File: config.mk
export PLATFORM = sky130hd
export DESIGN_NAME = clock_output_sync_divider_control
export DESIGN_NICKNAME = d
export VERILOG_FILES = /design/src/clk_sync_pkg.sv /design/src/clock_output_sync_divider_control.sv /design/src/group_divider.sv
export VERILOG_INCLUDE_DIRS = /design/src
export SDC_FILE = /design/constraint.sdc
export NUM_CORES = 1
export LEC_CHECK = 0
export BUFFER_PORTS_ARGS = -buffer_cell sky130_fd_sc_hd__buf_2
export CORE_MARGIN = 2
export CORE_UTILIZATION = 45
export DETAILED_ROUTE_END_ITERATION = 7
export SYNTH_ARGS = -nofsm -noshare
export SYNTH_HDL_FRONTEND = slang
export SYNTH_SLANG_ARGS = --single-unit
File: constraint.sdc
create_clock -name i_clk -period 19.05 [get_ports i_clk]
set_clock_uncertainty 0.05 [all_clocks]
set_input_delay 3.81 -clock i_clk [delete_from_list [all_inputs] [get_ports i_clk]]
set_output_delay 3.81 -clock i_clk [all_outputs]
set_load 0.005 [all_outputs]
File: src/clk_sync_cfg.svh
/*
  Constants for the clock output sync and divider control block:
  serial frame layout, register addresses, field positions, reset values
  and fixed cycle counts. Assumes inclusion by bare name, definitions only.
*/
`ifndef CLK_SYNC_CFG_SVH
`define CLK_SYNC_CFG_SVH

// Serial frame: 32 bits, MSB first, address in the low nibble
`define FRAME_BITS        32
`define ADDR_LSB          0
`define ADDR_MSB          3
`define ADDR_SYNC_CTRL    4'h3
`define ADDR_PAIR_DELAY   4'h4
`define ADDR_DIV_ASEL     4'h5
`define ADDR_LOCK_CTRL    4'hf
`define ADDR_LAST_LOCKED  4'h5

// Sync and offset control word
`define POL_A_BIT         14
`define POL_B_BIT         15
`define EXEMPT_LSB        16
`define EXEMPT_MSB        19
`define OFFSET_OFF_LSB    20
`define OFFSET_OFF_MSB    22
`define HALF_SHIFT_BIT    10
`define QUALIFY_BIT       11
`define FAST_SYNC_BIT     24
`define AUTO_A_BIT        25
`define AUTO_B_BIT        26

// Pair digital delay word
`define DDLY_LSB          4
`define DDLY_MSB          13

// Divider and analog select word
`define GDIV0_LSB         4
`define GDIV_W            3
`define ASEL_FIRST_BIT    13
`define ASEL_SECOND_BIT   14
`define PDIV_LSB          17
`define PDIV_MSB          27

// Lock word
`define LOCK_BIT          4

// Reset values
`define RST_WORD          32'h0000_0000
`define RST_DIV_WORD      32'h0002_0000

// Fixed counts, in distribution path cycles unless noted
`define GRP_OFFSET_CYC    5
`define DDLY_MIN_CODE     5
`define DDLY_EXT_CODE     13
`define PDIV_EXT_CODE     26
`define GDIV_ZERO_VALUE   8
`define AUTO_SYNC_HALVES  4

`endif

File: src/clk_sync_pkg.sv
/*
  Types shared by the clock sync control block.
  Assumes no other package.
*/
`include "clk_sync_cfg.svh"
`default_nettype none

package clk_sync_pkg;
  typedef logic [`FRAME_BITS-1:0] word_t;
  typedef logic [1:0]             bank_vec_t;
endpackage

`default_nettype wire

File: src/clock_output_sync_divider_control.sv
/*
  Sync, start offset, digital delay and divider control for a dual bank
  clock divider, programmed over a three wire serial port.
  Assumes all pins are asynchronous to i_clk and that the bank input
  clocks run well below a quarter of i_clk.
*/
// Function
// - sync drives participating outputs low; polarity selectable
// - polarity bit toggle acts as sync event
// - per group exemption keeps groups running
// - exemption leaves existing alignment untouched
// - pair delay applied at sync, unexempt only
// - offset bit adds or removes five cycles
// - offset change applies at next sync
// - auto sync on delay or divide writes
// - auto sync at latch enable falling edge
// - ten bit delay code to cycle count
// - delay code thirteen up gives extended mode
// - delay counted in distribution path cycles; the code multiplies the delay count by the pair divide
// - analog delay routing and power down
// - three bit group divide, zero means eight
// - fifty percent duty for every divide
// - eleven bit pair divide, extended from 26
// - lock blocks writes to first six registers
// - half shift subtracts half cycle immediately
// - qualification uses first pair output
`include "clk_sync_cfg.svh"
`default_nettype none

module clock_output_sync_divider_control #(
  parameter int unsigned CW = 11,
  parameter int unsigned DW = 23
) (
  input  wire logic       i_clk,
  input  wire logic       i_sys_rst,
  input  wire logic       i_ser_clk,
  input  wire logic       i_ser_data,
  input  wire logic       i_serial_latch_enable,
  input  wire logic [1:0] i_bank_sync_pin,
  input  wire logic       i_bank_a_input_clock,
  input  wire logic       i_bank_b_input_clock,
  output logic      [2:0] o_group_clk,
  output logic            o_delay_pair_first_output,
  output logic            o_delay_pair_second_output,
  output logic            o_pair_extended_mode,
  output logic            o_analog_delay_power,
  output logic            o_first_output_analog_select,
  output logic            o_second_output_analog_select,
  output logic            o_config_write_lock,
  output logic      [1:0] o_bank_sync_active,
  output logic            o_bank_b_fast_sync,
  output logic            o_bank_b_sync_qualify
);

  ////////////////////////////////////////////////////////////////////////
  // Pin synchronisers
  localparam int unsigned NP = 7;

  logic [NP-1:0] pin_meta_q;
  logic [NP-1:0] pin_sync_q;
  logic [NP-1:0] pin_prev_q;
  logic [NP-1:0] pins;

  assign pins = {i_ser_clk, i_ser_data, i_serial_latch_enable,
                 i_bank_sync_pin, i_bank_b_input_clock, i_bank_a_input_clock};

  always_ff @(posedge i_clk)
  begin
    if (i_sys_rst)
    begin
      pin_meta_q <= '0;
      pin_sync_q <= '0;
      pin_prev_q <= '0;
    end
    else
    begin
      pin_meta_q <= pins;
      pin_sync_q <= pin_meta_q;
      pin_prev_q <= pin_sync_q;
    end
  end

  logic                  sclk_rise;
  logic                  le_rise;
  logic                  le_fall;
  logic                  le_lvl;
  clk_sync_pkg::bank_vec_t sync_pin;
  clk_sync_pkg::bank_vec_t tick;

  assign sclk_rise = pin_sync_q[6] & ~pin_prev_q[6];
  assign le_lvl    = pin_sync_q[4];
  assign le_rise   = le_lvl & ~pin_prev_q[4];
  assign le_fall   = ~le_lvl & pin_prev_q[4];
  assign sync_pin  = pin_sync_q[3:2];
  // One tick per input clock edge: half distribution cycles
  assign tick      = pin_sync_q[1:0] ^ pin_prev_q[1:0];

  ////////////////////////////////////////////////////////////////////////
  // Serial register port
  clk_sync_pkg::word_t shift_q;
  clk_sync_pkg::word_t sync_ctrl_q;
  clk_sync_pkg::word_t pair_delay_q;
  clk_sync_pkg::word_t div_asel_q;
  logic                lock_q;
  logic [3:0]          addr;
  logic                wr_ok;

  always_ff @(posedge i_clk)
  begin
    if (i_sys_rst)
      shift_q <= `RST_WORD;
    else if (sclk_rise && !le_lvl)
      shift_q <= {shift_q[`FRAME_BITS-2:0], pin_sync_q[5]};
  end

  assign addr = shift_q[`ADDR_MSB:`ADDR_LSB];
  assign wr_ok = le_rise &&
                 ((addr == `ADDR_LOCK_CTRL) ||
                  (!lock_q && addr <= `ADDR_LAST_LOCKED));

  always_ff @(posedge i_clk)
  begin
    if (i_sys_rst)
    begin
      sync_ctrl_q  <= `RST_WORD;
      pair_delay_q <= `RST_WORD;
      div_asel_q   <= `RST_DIV_WORD;
      lock_q       <= 1'b0;
    end
    else if (wr_ok)
    begin
      case (addr)
        `ADDR_SYNC_CTRL:  sync_ctrl_q  <= shift_q;
        `ADDR_PAIR_DELAY: pair_delay_q <= shift_q;
        `ADDR_DIV_ASEL:   div_asel_q   <= shift_q;
        `ADDR_LOCK_CTRL:  lock_q       <= shift_q[`LOCK_BIT];
        default:          lock_q       <= lock_q;
      endcase
    end
  end

  ////////////////////////////////////////////////////////////////////////
  // Field views
  clk_sync_pkg::bank_vec_t pol;
  clk_sync_pkg::bank_vec_t auto_en;
  logic [3:0]              exempt;
  logic [2:0]              offset_off;
  logic [9:0]              ddly;
  logic [CW-1:0]           pdiv;
  logic                    half_shift;
  logic                    qualify;

  assign pol        = {sync_ctrl_q[`POL_B_BIT], sync_ctrl_q[`POL_A_BIT]};
  assign auto_en    = {sync_ctrl_q[`AUTO_B_BIT], sync_ctrl_q[`AUTO_A_BIT]};
  assign exempt     = sync_ctrl_q[`EXEMPT_MSB:`EXEMPT_LSB];
  assign offset_off = sync_ctrl_q[`OFFSET_OFF_MSB:`OFFSET_OFF_LSB];
  assign half_shift = sync_ctrl_q[`HALF_SHIFT_BIT];
  assign qualify    = sync_ctrl_q[`QUALIFY_BIT];
  assign ddly       = pair_delay_q[`DDLY_MSB:`DDLY_LSB];
  assign pdiv       = div_asel_q[`PDIV_MSB:`PDIV_LSB];

  ////////////////////////////////////////////////////////////////////////
  // Auto sync: armed by the write, fired at the latch enable fall
  clk_sync_pkg::bank_vec_t auto_arm_q;

  always_ff @(posedge i_clk)
  begin
    if (i_sys_rst)
      auto_arm_q <= '0;
    // delay write hits bank B only
    else if (wr_ok && addr == `ADDR_PAIR_DELAY)
      auto_arm_q <= auto_en & 2'h2;
    else if (wr_ok && addr == `ADDR_DIV_ASEL)
      auto_arm_q <= auto_en;
    else if (le_fall)
      auto_arm_q <= '0;
  end

  ////////////////////////////////////////////////////////////////////////
  // Per bank sync level
  logic [2:0]              auto_cnt_q [2];
  clk_sync_pkg::bank_vec_t sync_raw;
  clk_sync_pkg::bank_vec_t sync_q;
  clk_sync_pkg::bank_vec_t sync_prev_q;
  clk_sync_pkg::bank_vec_t sync_start;
  logic                    pair_clk;
  logic                    pair_clk_prev_q;

  for (genvar b = 0; b < 2; b++)
  begin : g_bank
    // Pulse spans a few half cycles so the dividers see it
    always_ff @(posedge i_clk)
    begin
      if (i_sys_rst)
        auto_cnt_q[b] <= '0;
      else if (le_fall && auto_arm_q[b])
        auto_cnt_q[b] <= 3'(`AUTO_SYNC_HALVES);
      else if (tick[b] && auto_cnt_q[b] != '0)
        auto_cnt_q[b] <= auto_cnt_q[b] - 3'h1;
    end

    assign sync_raw[b] = (sync_pin[b] ^ pol[b]) | (auto_cnt_q[b] != '0);
  end

  assign sync_start = sync_q & ~sync_prev_q;

  always_ff @(posedge i_clk)
  begin
    if (i_sys_rst)
    begin
      sync_q          <= '0;
      sync_prev_q     <= '0;
      pair_clk_prev_q <= 1'b0;
    end
    else
    begin
      sync_prev_q     <= sync_q;
      pair_clk_prev_q <= pair_clk;
      sync_q[0]       <= sync_raw[0];
      // assert aligned to first output rise
      if (!sync_raw[1])
        sync_q[1] <= 1'b0;
      else if (!qualify || (pair_clk && !pair_clk_prev_q) || exempt[3])
        sync_q[1] <= 1'b1;
    end
  end

  ////////////////////////////////////////////////////////////////////////
  // Settings captured at the start of a sync event
  logic [2:0] offset_eff_q;
  logic [9:0] ddly_eff_q;

  always_ff @(posedge i_clk)
  begin
    if (i_sys_rst)
      offset_eff_q <= '0;
    else
    begin
      if (sync_start[0])
        offset_eff_q[1:0] <= offset_off[1:0];
      if (sync_start[1])
        offset_eff_q[2] <= offset_off[2];
    end
  end

  always_ff @(posedge i_clk)
  begin
    if (i_sys_rst)
      ddly_eff_q <= '0;
    else if (sync_start[1] && !exempt[3])
      ddly_eff_q <= ddly;
  end

  ////////////////////////////////////////////////////////////////////////
  // Decoders
  // code zero divides by eight
  function automatic logic [CW-1:0] group_divide(input logic [2:0] code);
    group_divide = (code == 3'h0) ? CW'(`GDIV_ZERO_VALUE) : CW'(code);
  endfunction

  function automatic logic [CW-1:0] pair_cycles(input logic [9:0] code,
                                                 input logic [CW-1:0] dv);
    logic [CW-1:0] base;
    base = (code <= 10'(`DDLY_MIN_CODE)) ? CW'(`DDLY_MIN_CODE) : CW'(code);
    pair_cycles = (dv == CW'(1)) ? base : base + CW'(1);
  endfunction

  ////////////////////////////////////////////////////////////////////////
  // Dividers
  logic [3:0]    hold;
  logic [DW-1:0] pair_start;
  logic          hs_prev_q;

  assign hold[2:0] = {sync_q[1], sync_q[0], sync_q[0]} & ~exempt[2:0];
  assign hold[3]   = sync_q[1] & ~exempt[3];

  for (genvar g = 0; g < 3; g++)
  begin : g_group
    logic [CW-1:0] gdiv;
    logic [DW-1:0] gstart;

    assign gdiv = group_divide(div_asel_q[`GDIV0_LSB + g*`GDIV_W +: `GDIV_W]);
    assign gstart = offset_eff_q[g] ? '0 :
                    DW'(`GRP_OFFSET_CYC) * DW'(gdiv) * DW'(2);

    // even and odd at half duty
    group_divider #(.CW(CW), .DW(DW)) u_div (
      .i_clk        (i_clk),
      .i_sys_rst    (i_sys_rst),
      .i_tick       (tick[g == 2]),
      .i_hold       (hold[g]),
      .i_divide     (gdiv),
      .i_start_half (gstart),
      .i_advance    (1'b0),
      .i_retard     (1'b0),
      .o_clk        (o_group_clk[g])
    );
  end

  // delay times divide in half ticks
  // half shift takes half a cycle off
  assign pair_start = DW'(pair_cycles(ddly_eff_q, pdiv)) * DW'(pdiv) * DW'(2)
                      - DW'(half_shift);

  always_ff @(posedge i_clk)
  begin
    if (i_sys_rst)
      hs_prev_q <= 1'b0;
    else
      hs_prev_q <= half_shift;
  end

  group_divider #(.CW(CW), .DW(DW)) u_pair (
    .i_clk        (i_clk),
    .i_sys_rst    (i_sys_rst),
    .i_tick       (tick[1]),
    .i_hold       (hold[3]),
    .i_divide     (pdiv),
    .i_start_half (pair_start),
    .i_advance    (half_shift & ~hs_prev_q),
    .i_retard     (~half_shift & hs_prev_q),
    .o_clk        (pair_clk)
  );

  assign o_delay_pair_first_output  = pair_clk;
  assign o_delay_pair_second_output = pair_clk;

  ////////////////////////////////////////////////////////////////////////
  // Mode and status outputs
  always_ff @(posedge i_clk)
  begin
    if (i_sys_rst)
      o_pair_extended_mode <= 1'b0;
    else
      o_pair_extended_mode <= (ddly >= 10'(`DDLY_EXT_CODE)) ||
                              (pdiv >= CW'(`PDIV_EXT_CODE));
  end

  always_ff @(posedge i_clk)
  begin
    if (i_sys_rst)
    begin
      o_first_output_analog_select  <= 1'b0;
      o_second_output_analog_select <= 1'b0;
      o_analog_delay_power          <= 1'b0;
    end
    else
    begin
      // route analog delay, idle powers down
      o_first_output_analog_select  <= div_asel_q[`ASEL_FIRST_BIT];
      o_second_output_analog_select <= div_asel_q[`ASEL_SECOND_BIT];
      o_analog_delay_power          <= div_asel_q[`ASEL_FIRST_BIT] |
                                       div_asel_q[`ASEL_SECOND_BIT];
    end
  end

  assign o_config_write_lock   = lock_q;
  assign o_bank_sync_active    = sync_q;
  // Stored only; the host pairs it with qualification
  assign o_bank_b_fast_sync    = sync_ctrl_q[`FAST_SYNC_BIT];
  assign o_bank_b_sync_qualify = qualify;

endmodule // clock_output_sync_divider_control

`default_nettype wire

File: src/group_divider.sv
/*
  One output group divider working in half input-clock periods.
  Assumes i_tick pulses once per input clock edge (both edges) and that
  i_divide and i_start_half are steady while i_hold is high.
*/
`include "clk_sync_cfg.svh"
`default_nettype none

module group_divider #(
  parameter int unsigned CW = 11,
  parameter int unsigned DW = 23
) (
  input  wire logic          i_clk,
  input  wire logic          i_sys_rst,
  input  wire logic          i_tick,
  input  wire logic          i_hold,
  input  wire logic [CW-1:0] i_divide,
  input  wire logic [DW-1:0] i_start_half,
  input  wire logic          i_advance,
  input  wire logic          i_retard,
  output logic               o_clk
);

  logic [DW-1:0] wait_q;
  logic [CW-1:0] phase_q;
  logic          adv_q;
  logic          ret_q;
  logic          step;

  // Swallowed or extra half steps move phase by exactly half a cycle
  assign step = i_tick ? ~ret_q : adv_q;

  ////////////////////////////////////////////////////////////////////////
  always_ff @(posedge i_clk)
  begin
    if (i_sys_rst || i_hold)
    begin
      adv_q <= 1'b0;
      ret_q <= 1'b0;
    end
    else
    begin
      if (i_advance)
        adv_q <= 1'b1;
      else if (adv_q && !i_tick)
        adv_q <= 1'b0;
      if (i_retard)
        ret_q <= 1'b1;
      else if (ret_q && i_tick)
        ret_q <= 1'b0;
    end
  end

  // Hold forces low and rearms the start delay, so release restarts
  // every held group from the same instant.
  always_ff @(posedge i_clk)
  begin
    if (i_sys_rst || i_hold)
    begin
      wait_q  <= i_sys_rst ? '0 : i_start_half;
      phase_q <= '0;
      o_clk   <= 1'b0;
    end
    else if (i_divide == '0)
      o_clk <= 1'b0;
    else if (step)
    begin
      if (wait_q != '0)
        wait_q <= wait_q - DW'(1);
      // Half period of N half ticks keeps odd divides at 50 percent
      else if (phase_q + CW'(1) >= i_divide)
      begin
        phase_q <= '0;
        o_clk   <= ~o_clk;
      end
      else
        phase_q <= phase_q + CW'(1);
    end
  end

endmodule // group_divider

`default_nettype wire

# Yosys cells after proc, flatten, opt, wreduce, memory -nomap -nowiden
# Memory sizes are Yosys's and may differ from the RTL's.
# Cells that the tools add are included.
# word_totals
reg_bits	286
latchBits	0
ram_bits	6
romBits	0
input_bits	9
wordCells	246
mem_count	1
# op_classes
n_addsub	12
n_mul	4
n_div	0
n_lt_le_gt_ge	8
eq_ne	9
shifts	0
muxes	62
bitwise_logic	40
n_reduce_logical	74
# memory_table
memory	depth	width	rd	rd_ports_with_merged_regs	wr	line	source
auto_cnt_q	2	3	2	0	2	clock_output_sync_divider_control.sv:181	logic [2:0] auto_cnt_q [2];
# op_table
op	n
$mux 23	17
$reduce_bool 23->1	4
$sub 23x1->23 const B	4
$mux 11	5
$mux 8	6
$add 11x1->11 const B	4
$logic_not 11->1	4
$reduce_and 3->1	12
$ge 11x4->1	3
$mux 1	23
$sub 23x1->23	1
$mul 11x11->22	1
$reduce_bool 2->1	11
$mul 3x4->7 const A	3
$not 1->1	20
$logic_and 1x1->1	13
$mux 3	4
$mux 4	3
$reduce_or 2->1	6
$add 10x1->11 const B	1
$eq 11x1->1 const B	1
$ge 11x11->1	1
$ge 11x5->1 const B	1
$ge 10x4->1 const B	1
22 further kinds	60

# Depth between registers and ports, before layout
# Gate-level depths: netlist of the first run.
# logic_depth
ltp_word	8
ltp_mapped	29

# Cells and area by module
# From an unflattened synthesis of the first run, not the netlist that was laid out.
# hier_totals
hier_cells	2245
hier_area_um2	19591.3
# modules_own_cells
module	n_inst	cells_each	area_each_um2
clock_output_sync_divider_control	1	1125	9640.5
group_divider at g_group[0].u_div ...	2	281	2492.4
group_divider at u_pair	1	273	2511.2
group_divider at g_group[2].u_div	1	285	2454.9

# Least setup slack after synthesis of the first run
# No wires, ideal clock.
# synth_timing
kind	reg-to-reg
startpoint	register div_asel_q[24]
endpoint	register u_pair.wait_q[21], data pin
setup_ns	0.259
arrival_time_ns	7.400
required_ns	18.741
path_slack_ns	11.341
path_stages_with_launch	26
path_buffers	3
path_cell_list	dfxtp_1 > clkbuf_1 > nor4_1 > nand4_1 > and4_1 > nand3_1 > xnor2_1 > clkbuf_1 > nand2_1 > fa_1 > inv_1 > fa_1 > fa_1 > fa_1 > inv_1 > fa_1 > inv_1 > ha_1 > clkbuf_1 > nand4_1 > a2111oi_0 > nor3_1 > xnor2_1 > or4b_4 > or3_1 > a211o_1
# synth_between
elab_chain_len	6
# synth_lines
item	line	source
start, declared	clock_output_sync_divider_control.sv:103	clk_sync_pkg::word_t div_asel_q;
start signal, assigned	clock_output_sync_divider_control.sv:127	div_asel_q <= `RST_DIV_WORD;
start signal, assigned	clock_output_sync_divider_control.sv:135	`ADDR_DIV_ASEL: div_asel_q <= shift_q;
$eq 11x1->1	clock_output_sync_divider_control.sv:265	pair_cycles = (dv == CW'(1)) ? base : base + CW'(1);
$mux 11	clock_output_sync_divider_control.sv:265	
$mul 11x11->22 *	clock_output_sync_divider_control.sv:302	assign pair_start = DW'(pair_cycles(ddly_eff_q, pdiv)) * DW'(pdiv) * DW'(2)
$sub 23x1->23 *	clock_output_sync_divider_control.sv:303	- DW'(half_shift);
$mux 23 *	group_divider.sv:60	wait_q <= i_sys_rst ? '0 : i_start_half;
$mux 23 *	group_divider.sv:58	if (i_sys_rst || i_hold)
end signal, assigned	group_divider.sv:60	
end signal, assigned	group_divider.sv:69	wait_q <= wait_q - DW'(1);
end, declared	group_divider.sv:24	logic [DW-1:0] wait_q;
# Mark *: on every way between the ends. The rest lies on a longest branch, timed or not.
# A chain may end at the register's enable or synchronous reset.

# Worst setup path after layout of the first run
# layout_timing
startpoint	register ddly_eff_q[3]
endpoint	register u_pair.wait_q[21], data pin
# layout_between
elab_chain_len	8
# layout_lines
item	line	source
start, declared	clock_output_sync_divider_control.sv:231	logic [9:0] ddly_eff_q;
start signal, assigned	clock_output_sync_divider_control.sv:251	ddly_eff_q <= ddly;
$le 10x3->1	clock_output_sync_divider_control.sv:264	base = (code <= 10'(`DDLY_MIN_CODE)) ? CW'(`DDLY_MIN_CODE) : CW'(code);
$mux 10 *	clock_output_sync_divider_control.sv:264	
$add 10x1->11	clock_output_sync_divider_control.sv:265	
$mux 11 *	clock_output_sync_divider_control.sv:265	
$mul 11x11->22 *	clock_output_sync_divider_control.sv:302	
$sub 23x1->23 *	clock_output_sync_divider_control.sv:303	
$mux 23 *	group_divider.sv:60	
$mux 23 *	group_divider.sv:58	
# Marked as above.

==> results.md, run 1 <==
- Status: finished, final reports clean
- Final hold violations: 0
- H-tree levels: 1
- Async S/R FF share, synth: 0%
- Family with the most delay on the worst path: adder cells
- Dominant cell type by area after synthesis: dfxtp_1
- ANT cells: 0
- Max cap viols: 0
- Synth Flop Type: dfxtp_1
- Pwr Density: 71.77 mW/mm^2
- Post-route ant nets: 0
- Mapped Nets: 2142
- Root Buffer: clkbuf_16
- Crit share post-route: 45.78%
- Main area contributors after synthesis: dfxtp_1, edfxtp_1, fa_1, ha_1, nand2_1
- Worst r2r path cells: 24
- Reg-to-reg endpoint: u_pair.wait_q[21]$_DFFE_PP_
- Area of the core region: 0.03838 sq mm
- P&R area growth vs syn: 9.281%
- Least-Margin Pin Slew: 1.275 ns
- WP data required: 19.32 ns
- FILL cells: 3702
- Initial antenna violation count: 0
- RR Startpoint: ddly_eff_q[3]$_SDFFE_PP0P_
- Ports: 23
- First-pass GRT wire length: 65120 um
- Final Worst Setup Slack: 10.33 ns
- CTS tree: done
- Vias in the first global route: 12960
- Synthesis Warnings: 0
- Die footprint: 0.04026 sq mm
- GR Util All Layers: 19.19%
- Crit path kind: flop to flop
- Peak VDD IR: 0.07678 mV
- CP bufs+invs: 4
- DRC: 0
- Yosys cell types: 74
- Routed WL: 37920 um
- Post-CTS Resized: 0
- Via count: 13190
- R2R setup slack: 10.33 ns
- Hold endpoint: shift_q[0]$_SDFFE_PP0P_
- Final setup violation count: 0
- Die X: 200.7 um
- Cells after Synth: 1950
- Setup crit start kind: flop
- Post-CTS Hold Buffers: 0
- Slowest-stage cell, CP: a2111oi_0
- EDFF count, synth: 98
- Layout cells sized above 1: 6.164%
- Levels on crit path: 24
- WHS Path Cells: 2
- Clk_lat worst skew: 0.58 ns
- Rel. slew slack: 14.85%
- Largest net degree at the start of global routing: 93
- Inserted Clock Buffers: 31
- Cell row count: 72
- Max Fclk: 0.1147 GHz
- Post-synthesis sequential area ratio: 36.23%
- Setup Buffers After CTS: 0
- Final TNS setup: 0 ns
- Arrival @ worst endpoint: 8.99 ns
- Fin nets: 2130
- DP Worst Slack: 10.38 ns
- Critical path fanouts, max: 11
- Clock sink count: 266
- Global route overflow: 0
- Die Y: 200.7 um
- Vias per std cell: 5.317
- Final max-slew violation count: 0
- Unrepaired setup endpoints after global routing: false
- Worst hold path class: flop to flop
- Setup crit end kind: flop
- Register area: 0.006306 sq mm
- Initial core utilization: 45.35%
- Hold path start: pin_sync_q[5]$_SDFF_PP0_
- CTS Buffer Depth: 3
- Most used cell along the critical path: fa_1
- Yosys top cell area share: 19.32%
- Initial DRC count: 827
- Syn avg cell area: 8.925 sq um
- Post-Synthesis Cell Area: 0.01740 sq mm
- DRT Pass-1 Iters: 7
- Yosys reg bits: 266
- Crit path cell chain: nor3_1 -> a41oi_1 -> inv_1 -> ha_1 -> and3_1 -> nand2_1 -> xnor2_1 -> nand2_1 -> fa_1 -> inv_1 -> fa_1 -> fa_1 -> fa_1 -> inv_1 -> fa_1 -> inv_1 -> ha_1 -> nand4_1 -> a2111oi_0 -> nor3_1 -> xnor2_1 -> or4b_4 -> or3_1 -> a211o_1
- Routed len/inst: 15.29 um
- Area of the multi-input gates: 0.01027 sq mm
- DP HPWL: 27880 um
- Max stage delay on crit path: 0.76 ns
- Fin crit period: 8.722 ns
- Clock transition at path regs: 0.06 ns
- Placer congestion estimate: 0.8648
- Port Buffers: 22
- Static Leakage: 7.734 nW
sequential cells by signal, indices dropped and copies added (netlist names), 2 cells and up:
register	cells
auto_arm_q	2
shift_q	28
pin_sync_q	7
div_asel_q	22
g_group.u_div.phase_q	33
sync_prev_q	2
offset_eff_q	3
pair_delay_q	10
g_group.u_div.o_clk	3
pin_meta_q	7
g_group.u_div.wait_q	69
u_pair.phase_q	11
auto_cnt_q	6
sync_ctrl_q	14
pin_prev_q	4
ddly_eff_q	10
o_bank_sync_active	2
u_pair.wait_q	23
placed cells by master (no fill, tap or decap), types with 6 or more instances in the layout:
master,instances
mux2i_1,31
xor2_1,51
clkbuf_16,33
nor3_1,47
buf_2,21
or3_1,31
inv_1,143
o22ai_1,20
nand2b_1,17
or2_2,10
ha_1,103
nand3b_1,7
nand4_1,13
nor2b_1,48
o31ai_1,7
and2_1,63
clkbuf_8,6
dfxtp_1,168
nor2_1,192
or4_1,22
a21o_1,13
buf_4,13
and3_1,16
a21oi_1,115
nand2_1,257
nand3_1,35
a41oi_1,6
edfxtp_1,98
fa_1,80
nor4_1,17
a31oi_1,7
o21ai_0,62
o211ai_1,20
xnor2_1,98
area by class of cell:
cell class	instances	share of cell area, %
multi-input cells	1462	54.01
repair buffers	34	1.066
well taps	518	3.408
clock buffers	43	4.855
clock inverters	15	0.6842
flip-flops and latches	266	33.16
inverters	143	2.822
per-stage QoR:
stage	instance area, sq um	instances	total power, mW	utilization, %	hold WS [ns]
2_1_floorplan	17400	1950	0.7451	-	0.3638
3_3_place_gp	17970	2423	0.7703	46.81	0.3759
3_5_place_dp	17970	2423	0.7739	46.81	0.3745
4_1_cts	19020	2481	1.382	49.56	0.3979
5_1_grt	19020	2481	1.425	49.56	0.4106
6_report	19020	2481	1.365	49.56	0.3940
cells in the mapped netlist, types with 4 or more instances:
library cell / number
nand2_1: 257
nor2_1: 192
dfxtp_1: 168
inv_1: 143
a21oi_1: 115
ha_1: 103
edfxtp_1: 98
xnor2_1: 98
fa_1: 80
clkbuf_1: 66
and2_1: 63
o21ai_0: 63
xor2_1: 51
nor2b_1: 48
nor3_1: 47
nand3_1: 35
mux2i_1: 31
or3_1: 31
or4_1: 22
o211ai_1: 20
o22ai_1: 20
nor4_1: 18
nand2b_1: 17
and3_1: 16
a21o_1: 13
nand4_1: 13
or2_2: 10
a31oi_1: 7
nand3b_1: 7
o21bai_1: 7
o31ai_1: 7
a41oi_1: 6
buf_1: 6
nor3b_1: 5
o21a_1: 5
o221ai_1: 5
a211oi_1: 4
buf_4: 4
cells by family after synthesis:
family	count (synthesis)	synth area share [%]
and+or+nand+nor	799	22.28
buffers and inverters	222	4.932
AOI/OAI and AO/OA	300	10.67
xor gates and xnor gates	149	7.498
muxes	31	1.783
adders and majority gates	183	16.61
DFF	266	36.23
routing by layer:
metal | track usage, % | part of all wire (%) | vias to the layer above
li1 | - | - | 6606
met1 | 27.61 | 49 | 6265
met2 | 30.62 | 45 | 271
met3 | 2.565 | 4.6 | 50
met4 | 4.735 | 1.8 | 0
met5 | 0 | 0 | -
where the power goes:
group | internal [mW] | leakage (nW) | switching [mW]
registers | 0.627 | 2.43 | 0.0274
logic | 0.0438 | 4.78 | 0.0647
clock network | 0.355 | 0.521 | 0.248
worst min-delay path, delay by kind of cell, from the launching register on:
kind	cells	cell delay [ns]
DFF	1	0.30
and+or+nand+nor	1	0.05
AOI/OAI and AO/OA	1	0.05
worst max-delay path by stage:
stage / slack [ns] / end / from
2_1_floorplan: 11.34 / u_pair.wait_q[21]$_DFFE_PP_ / div_asel_q[24]$_SDFFE_PP0P_
3_3_place_gp: 10.61 / u_pair.wait_q[21]$_DFFE_PP_ / ddly_eff_q[3]$_SDFFE_PP0P_
3_5_place_dp: 10.38 / u_pair.wait_q[21]$_DFFE_PP_ / ddly_eff_q[3]$_SDFFE_PP0P_
4_1_cts: 10.33 / u_pair.wait_q[21]$_DFFE_PP_ / ddly_eff_q[3]$_SDFFE_PP0P_
5_1_grt: 9.58 / u_pair.wait_q[21]$_DFFE_PP_ / ddly_eff_q[3]$_SDFFE_PP0P_
6_report: 10.33 / u_pair.wait_q[21]$_DFFE_PP_ / ddly_eff_q[3]$_SDFFE_PP0P_
Note: power is estimated with default switching activity, not from simulation.
==> inputs of run 2 (changes only) <==
- clock period: 19.05 -> 7.7 ns (I/O delays scaled with it)
==> results.md, run 2 (same netlist as run 1, synthesis figures left out) <==
- Peak VDD IR: 0.1647 mV
- GR Util All Layers: 19.55%
- Clock transition at path regs: 0.06 ns
- R2R setup slack: 0.26 ns
- Placer congestion estimate: 0.9105
- Vias in the first global route: 13220
- Cell row count: 72
- Vias per std cell: 5.287
- Initial core utilization: 45.35%
- Crit path kind: flop to flop
- Area of the core region: 0.03838 sq mm
- Layout cells sized above 1: 9.431%
- Hold endpoint: pin_sync_q[1]$_SDFF_PP0_
- CTS Buffer Depth: 3
- Rel. slew slack: 18.98%
- DRT Pass-1 Iters: 5
- Pwr Density: 168.7 mW/mm^2
- Total Power: 3.286 mW
- Largest regs: g_group.u_div.wait_q: 69 flops, g_group.u_div.phase_q: 33 flops, shift_q: 28 flops
- Max FFs per register: 69
- Clk_lat worst skew: 0.57 ns
- Routed len/inst: 15.21 um
- WHS Path Cells: 1
- Final Worst Setup Slack: 0.2570 ns
- Hold path start: pin_meta_q[1]$_SDFF_PP0_
- Ports: 23
- Worst r2r path cells: 24
- Port Buffers: 22
- Max cap viols: 0
- Die footprint: 0.04026 sq mm
- Arrival @ worst endpoint: 7.71 ns
- DRC: 0
- Post-route ant nets: 0
- Most frequent cells in the layout: nand2_1, nor2_1, dfxtp_1
- Final hold violations: 0
- Via count: 13330
- Most common cell after layout, fill and taps aside: nand2_1
- Max Fclk: 0.1344 GHz
- CTS tree: done
- Die Y: 200.7 um
- FILL cells: 3642
- Fin nets: 2173
- DP Worst Slack: -0.1172 ns
- Reg-to-reg endpoint: u_pair.wait_q[21]$_DFFE_PP_
- Die X: 200.7 um
- ANT cells: 0
- Worst hold path class: flop to flop
- Global route overflow: 0
- Final setup violation count: 0
- Static Leakage: 7.962 nW
- Final max-slew violation count: 0
- Inserted Clock Buffers: 29
- Util after Layout: 50.74%
- Crit share post-route: 96.66%
- P&R area growth vs syn: 11.89%
- DP HPWL: 28180 um
- H-tree levels: 1
- Root Buffer: clkbuf_16
- Clock sink count: 266
- Fin crit period: 7.443 ns
- Setup crit end kind: flop
- Initial DRC count: 826
- Routed WL: 38350 um
- Least-Margin Pin Slew: 1.213 ns
- Initial antenna violation count: 0
- Largest net degree at the start of global routing: 74
- Setup crit start kind: flop
- RR Startpoint: ddly_eff_q[4]$_SDFFE_PP0P_
- Post-CTS Hold Buffers: 0
- Critical path fanouts, max: 6
- First-pass GRT wire length: 66140 um
- WP data required: 7.96 ns
- Biggest register: g_group.u_div.wait_q
- Status: finished, final reports clean
run 2: cell count changes in the layout (fill, tap and decap cells not counted), sizes merged:
cell    delta
buf       +45
bufinv     -1
clkbuf     +4
clkinv     -5
inv        -2
run 2: how the worst max path moves through the flow:
stage	startpoint	end	slack, ns	cells after the start
after floorplan	div_asel_q[24]$_SDFFE_PP0P_	u_pair.wait_q[21]$_DFFE_PP_	0.02	26
after global placement	ddly_eff_q[4]$_SDFFE_PP0P_	u_pair.wait_q[21]$_DFFE_PP_	0.06	25
after detailed placement	ddly_eff_q[4]$_SDFFE_PP0P_	u_pair.wait_q[21]$_DFFE_PP_	-0.12	25
after CTS	ddly_eff_q[4]$_SDFFE_PP0P_	u_pair.wait_q[21]$_DFFE_PP_	0.08	26
after global routing	div_asel_q[18]$_SDFFE_PP0P_	u_pair.wait_q[21]$_DFFE_PP_	-0.05	22
final	ddly_eff_q[4]$_SDFFE_PP0P_	u_pair.wait_q[21]$_DFFE_PP_	0.26	24
run 2: cell type report:
cell class / count / area (sq um) / area share (%)
clock buffer: 47 / 917.1 / 4.710
inverter: 143 / 536.8 / 2.756
timing repair buffer: 79 / 551.8 / 2.833
tap: 518 / 648.1 / 3.328
clock inverter: 7 / 60.06 / 0.3084
sequential: 266 / 6311 / 32.41
multi-input combinational: 1462 / 10450 / 53.66
run 2: timing repair:
item | in CTS | in global routing
endpoints found under the setup margin | 4 | 6
pin swaps | 0 | 10
gates resized for setup | 2 | 42
gates cloned | 0 | 1
setup buffers | 0 | 6
run 2: worst max-delay path, stage by stage (launching register included):
cell      delay [ns]
dfxtp_2         0.36
nor3_4          0.24
a41oi_2         0.17
inv_1           0.11
ha_2            0.19
and3_4          0.22
nand2_2         0.09
xnor2_4         0.27
buf_6           0.16
and2_1          0.14
fa_1            0.44
fa_1            0.57
fa_1            0.44
fa_1            0.55
inv_1           0.06
fa_1            0.53
inv_1           0.04
ha_1            0.33
a21o_1          0.20
a221o_1         0.42
or3_4           0.35
a21boi_2        0.16
or4b_4          0.51
or3_1           0.36
a211o_1         0.25
run 2: metrics by stage:
step	hold slack (ns)	area [sq um]	std cells	setup TNS, ns
2_1_floorplan	0.3638	17410	1950	0
3_3_place_gp	0.3751	18250	2461	0
3_5_place_dp	0.3763	18250	2461	-0.1235
4_1_cts	0.3907	19240	2515	0
5_1_grt	0.4084	19470	2522	-0.06021
6_report	0.3866	19470	2522	0
run 2: where the power goes:
group          total [mW]  internal (mW)  switching [mW]  leakage, nW
Clock                1.40          0.819           0.583        0.479
Sequential           1.62           1.55          0.0671         2.43
Combinational       0.267          0.108           0.159         5.05
run 2: per-layer routing:
layer  track usage [%]  vias up  part of all wire [%]
li1                  -     6687                     -
met1             28.37     6394                    49
met2             31.76      217                    45
met3             2.256       36                   4.2
met4             3.624        0                   1.2
met5                 0        -                     0
==> inputs of run 3 (changes only) <==
- CORE_UTILIZATION: 45 -> 58
- PLACE_DENSITY: unset -> 0.77
==> results.md, run 3 (same netlist as run 1, synthesis figures left out) <==
- Status: finished, final reports clean
- Routed WL: 38220 um
- ANT cells: 0
- Clock sink count: 266
- Util after Layout: 65.02%
- Initial core utilization: 58.88%
- RR Startpoint: ddly_eff_q[4]$_SDFFE_PP0P_
- Max FFs per register: 69
- Root Buffer: clkbuf_16
- Least-Margin Pin Slew: 1.304 ns
- FILL cells: 2389
- CTS tree: done
- GRT met1 Usage: 32.90%
- Final hold violations: 0
- Die X: 177.2 um
- Layout cells sized above 1: 9.045%
- Most used cell along the critical path: fa_1
- Critical path fanouts, max: 7
- WHS Path Cells: 1
- Crit path kind: flop to flop
- CP startpoint: ddly_eff_q[4]$_SDFFE_PP0P_
- CP bufs+invs: 5
- Max Fclk: 0.1327 GHz
- Port Buffers: 22
- Routed len/inst: 15.99 um
- Area of the core region: 0.02956 sq mm
- Slowest-stage cell, CP: fa_1
- Inserted Clock Buffers: 28
- Fin crit period: 7.538 ns
- Most common cell after layout, fill and taps aside: nand2_1
- GR Util All Layers: 24.31%
- Arrival @ worst endpoint: 7.78 ns
- Static Leakage: 7.929 nW
- Biggest register: g_group.u_div.wait_q
- Ports: 23
- Global Route met2 Usage: 41.85%
- Setup crit start kind: flop
- DRC: 0
- Rel. slew slack: 12.99%
- Cell row count: 63
- Family with the most delay on the worst path: adder cells
- Max stage delay on crit path: 0.56 ns
- Levels on crit path: 25
- DP Area: 0.01809 sq mm
- Worst hold path class: flop to flop
- H-tree levels: 1
- WP data required: 7.94 ns
- Post-route ant nets: 0
- P&R area growth vs syn: 10.43%
- Pwr Density: 167.8 mW/mm^2
- Worst r2r path cells: 25
- Die Y: 177.2 um
- Peak VDD IR: 0.1470 mV
- Hold WS: 0.3949 ns
- Final Cell Area: 0.01922 sq mm
- DP HPWL: 27490 um
- Die footprint: 0.03141 sq mm
- Placer congestion estimate: 0.9103
- Total Power: 3.225 mW
- Global route overflow: 0
- Initial DRC count: 1023
- Max cap viols: 0
- Setup crit end kind: flop
- Largest regs: g_group.u_div.wait_q: 69 flops, g_group.u_div.phase_q: 33 flops, shift_q: 28 flops
- First-pass GRT wire length: 63460 um
- DRT Pass-1 Iters: 5
- Clock transition at path regs: 0.06 ns
- Largest net degree at the start of global routing: 109
- Fin nets: 2171
- Final max-slew violation count: 0
- Vias in the first global route: 13320
- Crit share post-route: 97.90%
- Met3 Usage GRT: 3.071%
- Final TNS setup: 0 ns
- Hold path start: pin_meta_q[5]$_SDFF_PP0_
- Via count: 13720
- Vias per std cell: 5.739
- CTS Buffer Depth: 3
- Final setup violation count: 0
- GR peak layer: met2
- Most frequent cells in the layout: nand2_1, nor2_1, dfxtp_1
- Initial antenna violation count: 0
- Clk_lat worst skew: 0.56 ns
==> run 3: worst paths after layout <==
| check | endpoint | slack [ns] |
|---|---|---|
| worst max-delay path | u_pair.wait_q[21]$_DFFE_PP_ | 0.16 |
| worst min-delay path | pin_sync_q[5]$_SDFF_PP0_ | 0.39 |
| worst max register to register | u_pair.wait_q[21]$_DFFE_PP_ | 0.16 |
| worst min register to register | pin_sync_q[5]$_SDFF_PP0_ | 0.39 |
==> run 3: worst reg2reg max path: cells and delay by family (launching register included) <==
| kind | cells | cell delay, ns |
|---|---|---|
| adders and majority gates | 7 | 3.07 |
| and+or+nand+nor | 8 | 2.12 |
| AOI/OAI and AO/OA | 4 | 1.00 |
| buffers and inverters | 5 | 0.45 |
| DFF | 1 | 0.33 |
| xor gates and xnor gates | 1 | 0.24 |
==> run 3: report_power, final <==
group          internal, mW  switching, mW  leakage (nW)
clock                 0.752          0.584         0.458
combinational         0.107          0.162          5.04
sequential             1.55         0.0693          2.43
total                  2.41          0.815          7.93
==> run 3: area by class of cell <==
type / count / area [sq um] / share of cell area [%]
Timing Repair Buffer: 78 / 533.0 / 2.773
Clock inverter: 19 / 163.9 / 0.8528
Multi-Input combinational cell: 1462 / 10430 / 54.26
Clock buffer: 33 / 762.0 / 3.965
Sequential cell: 266 / 6307 / 32.82
Tap cell: 390 / 488.0 / 2.539
Inverter: 143 / 536.8 / 2.793
==> run 3: stage by stage <==
stage | instances | setup WS, ns
global route | 2391 | -0.05777
floorplan | 1950 | 0.02361
global placement | 2333 | 0.07704
finish | 2391 | 0.1616
CTS | 2385 | 0.03205
detailed placement | 2333 | -0.1139
==> run 3: what timing repair did <==
| action | in CTS | in global routing |
|---|---|---|
| buffers inserted | 0 | 6 |
| resized for setup | 3 | 23 |
| hold buffers | 0 | 0 |
| setup endpoints to repair | 4 | 8 |
| pin swaps | 0 | 6 |
==> run 3: routing by layer <==
metal | up-vias | part of all wire (%)
met1 | 6644 | 45
met3 | 59 | 5.5
met5 | - | 0
met4 | 0 | 1.7
met2 | 333 | 48
li1 | 6685 | -
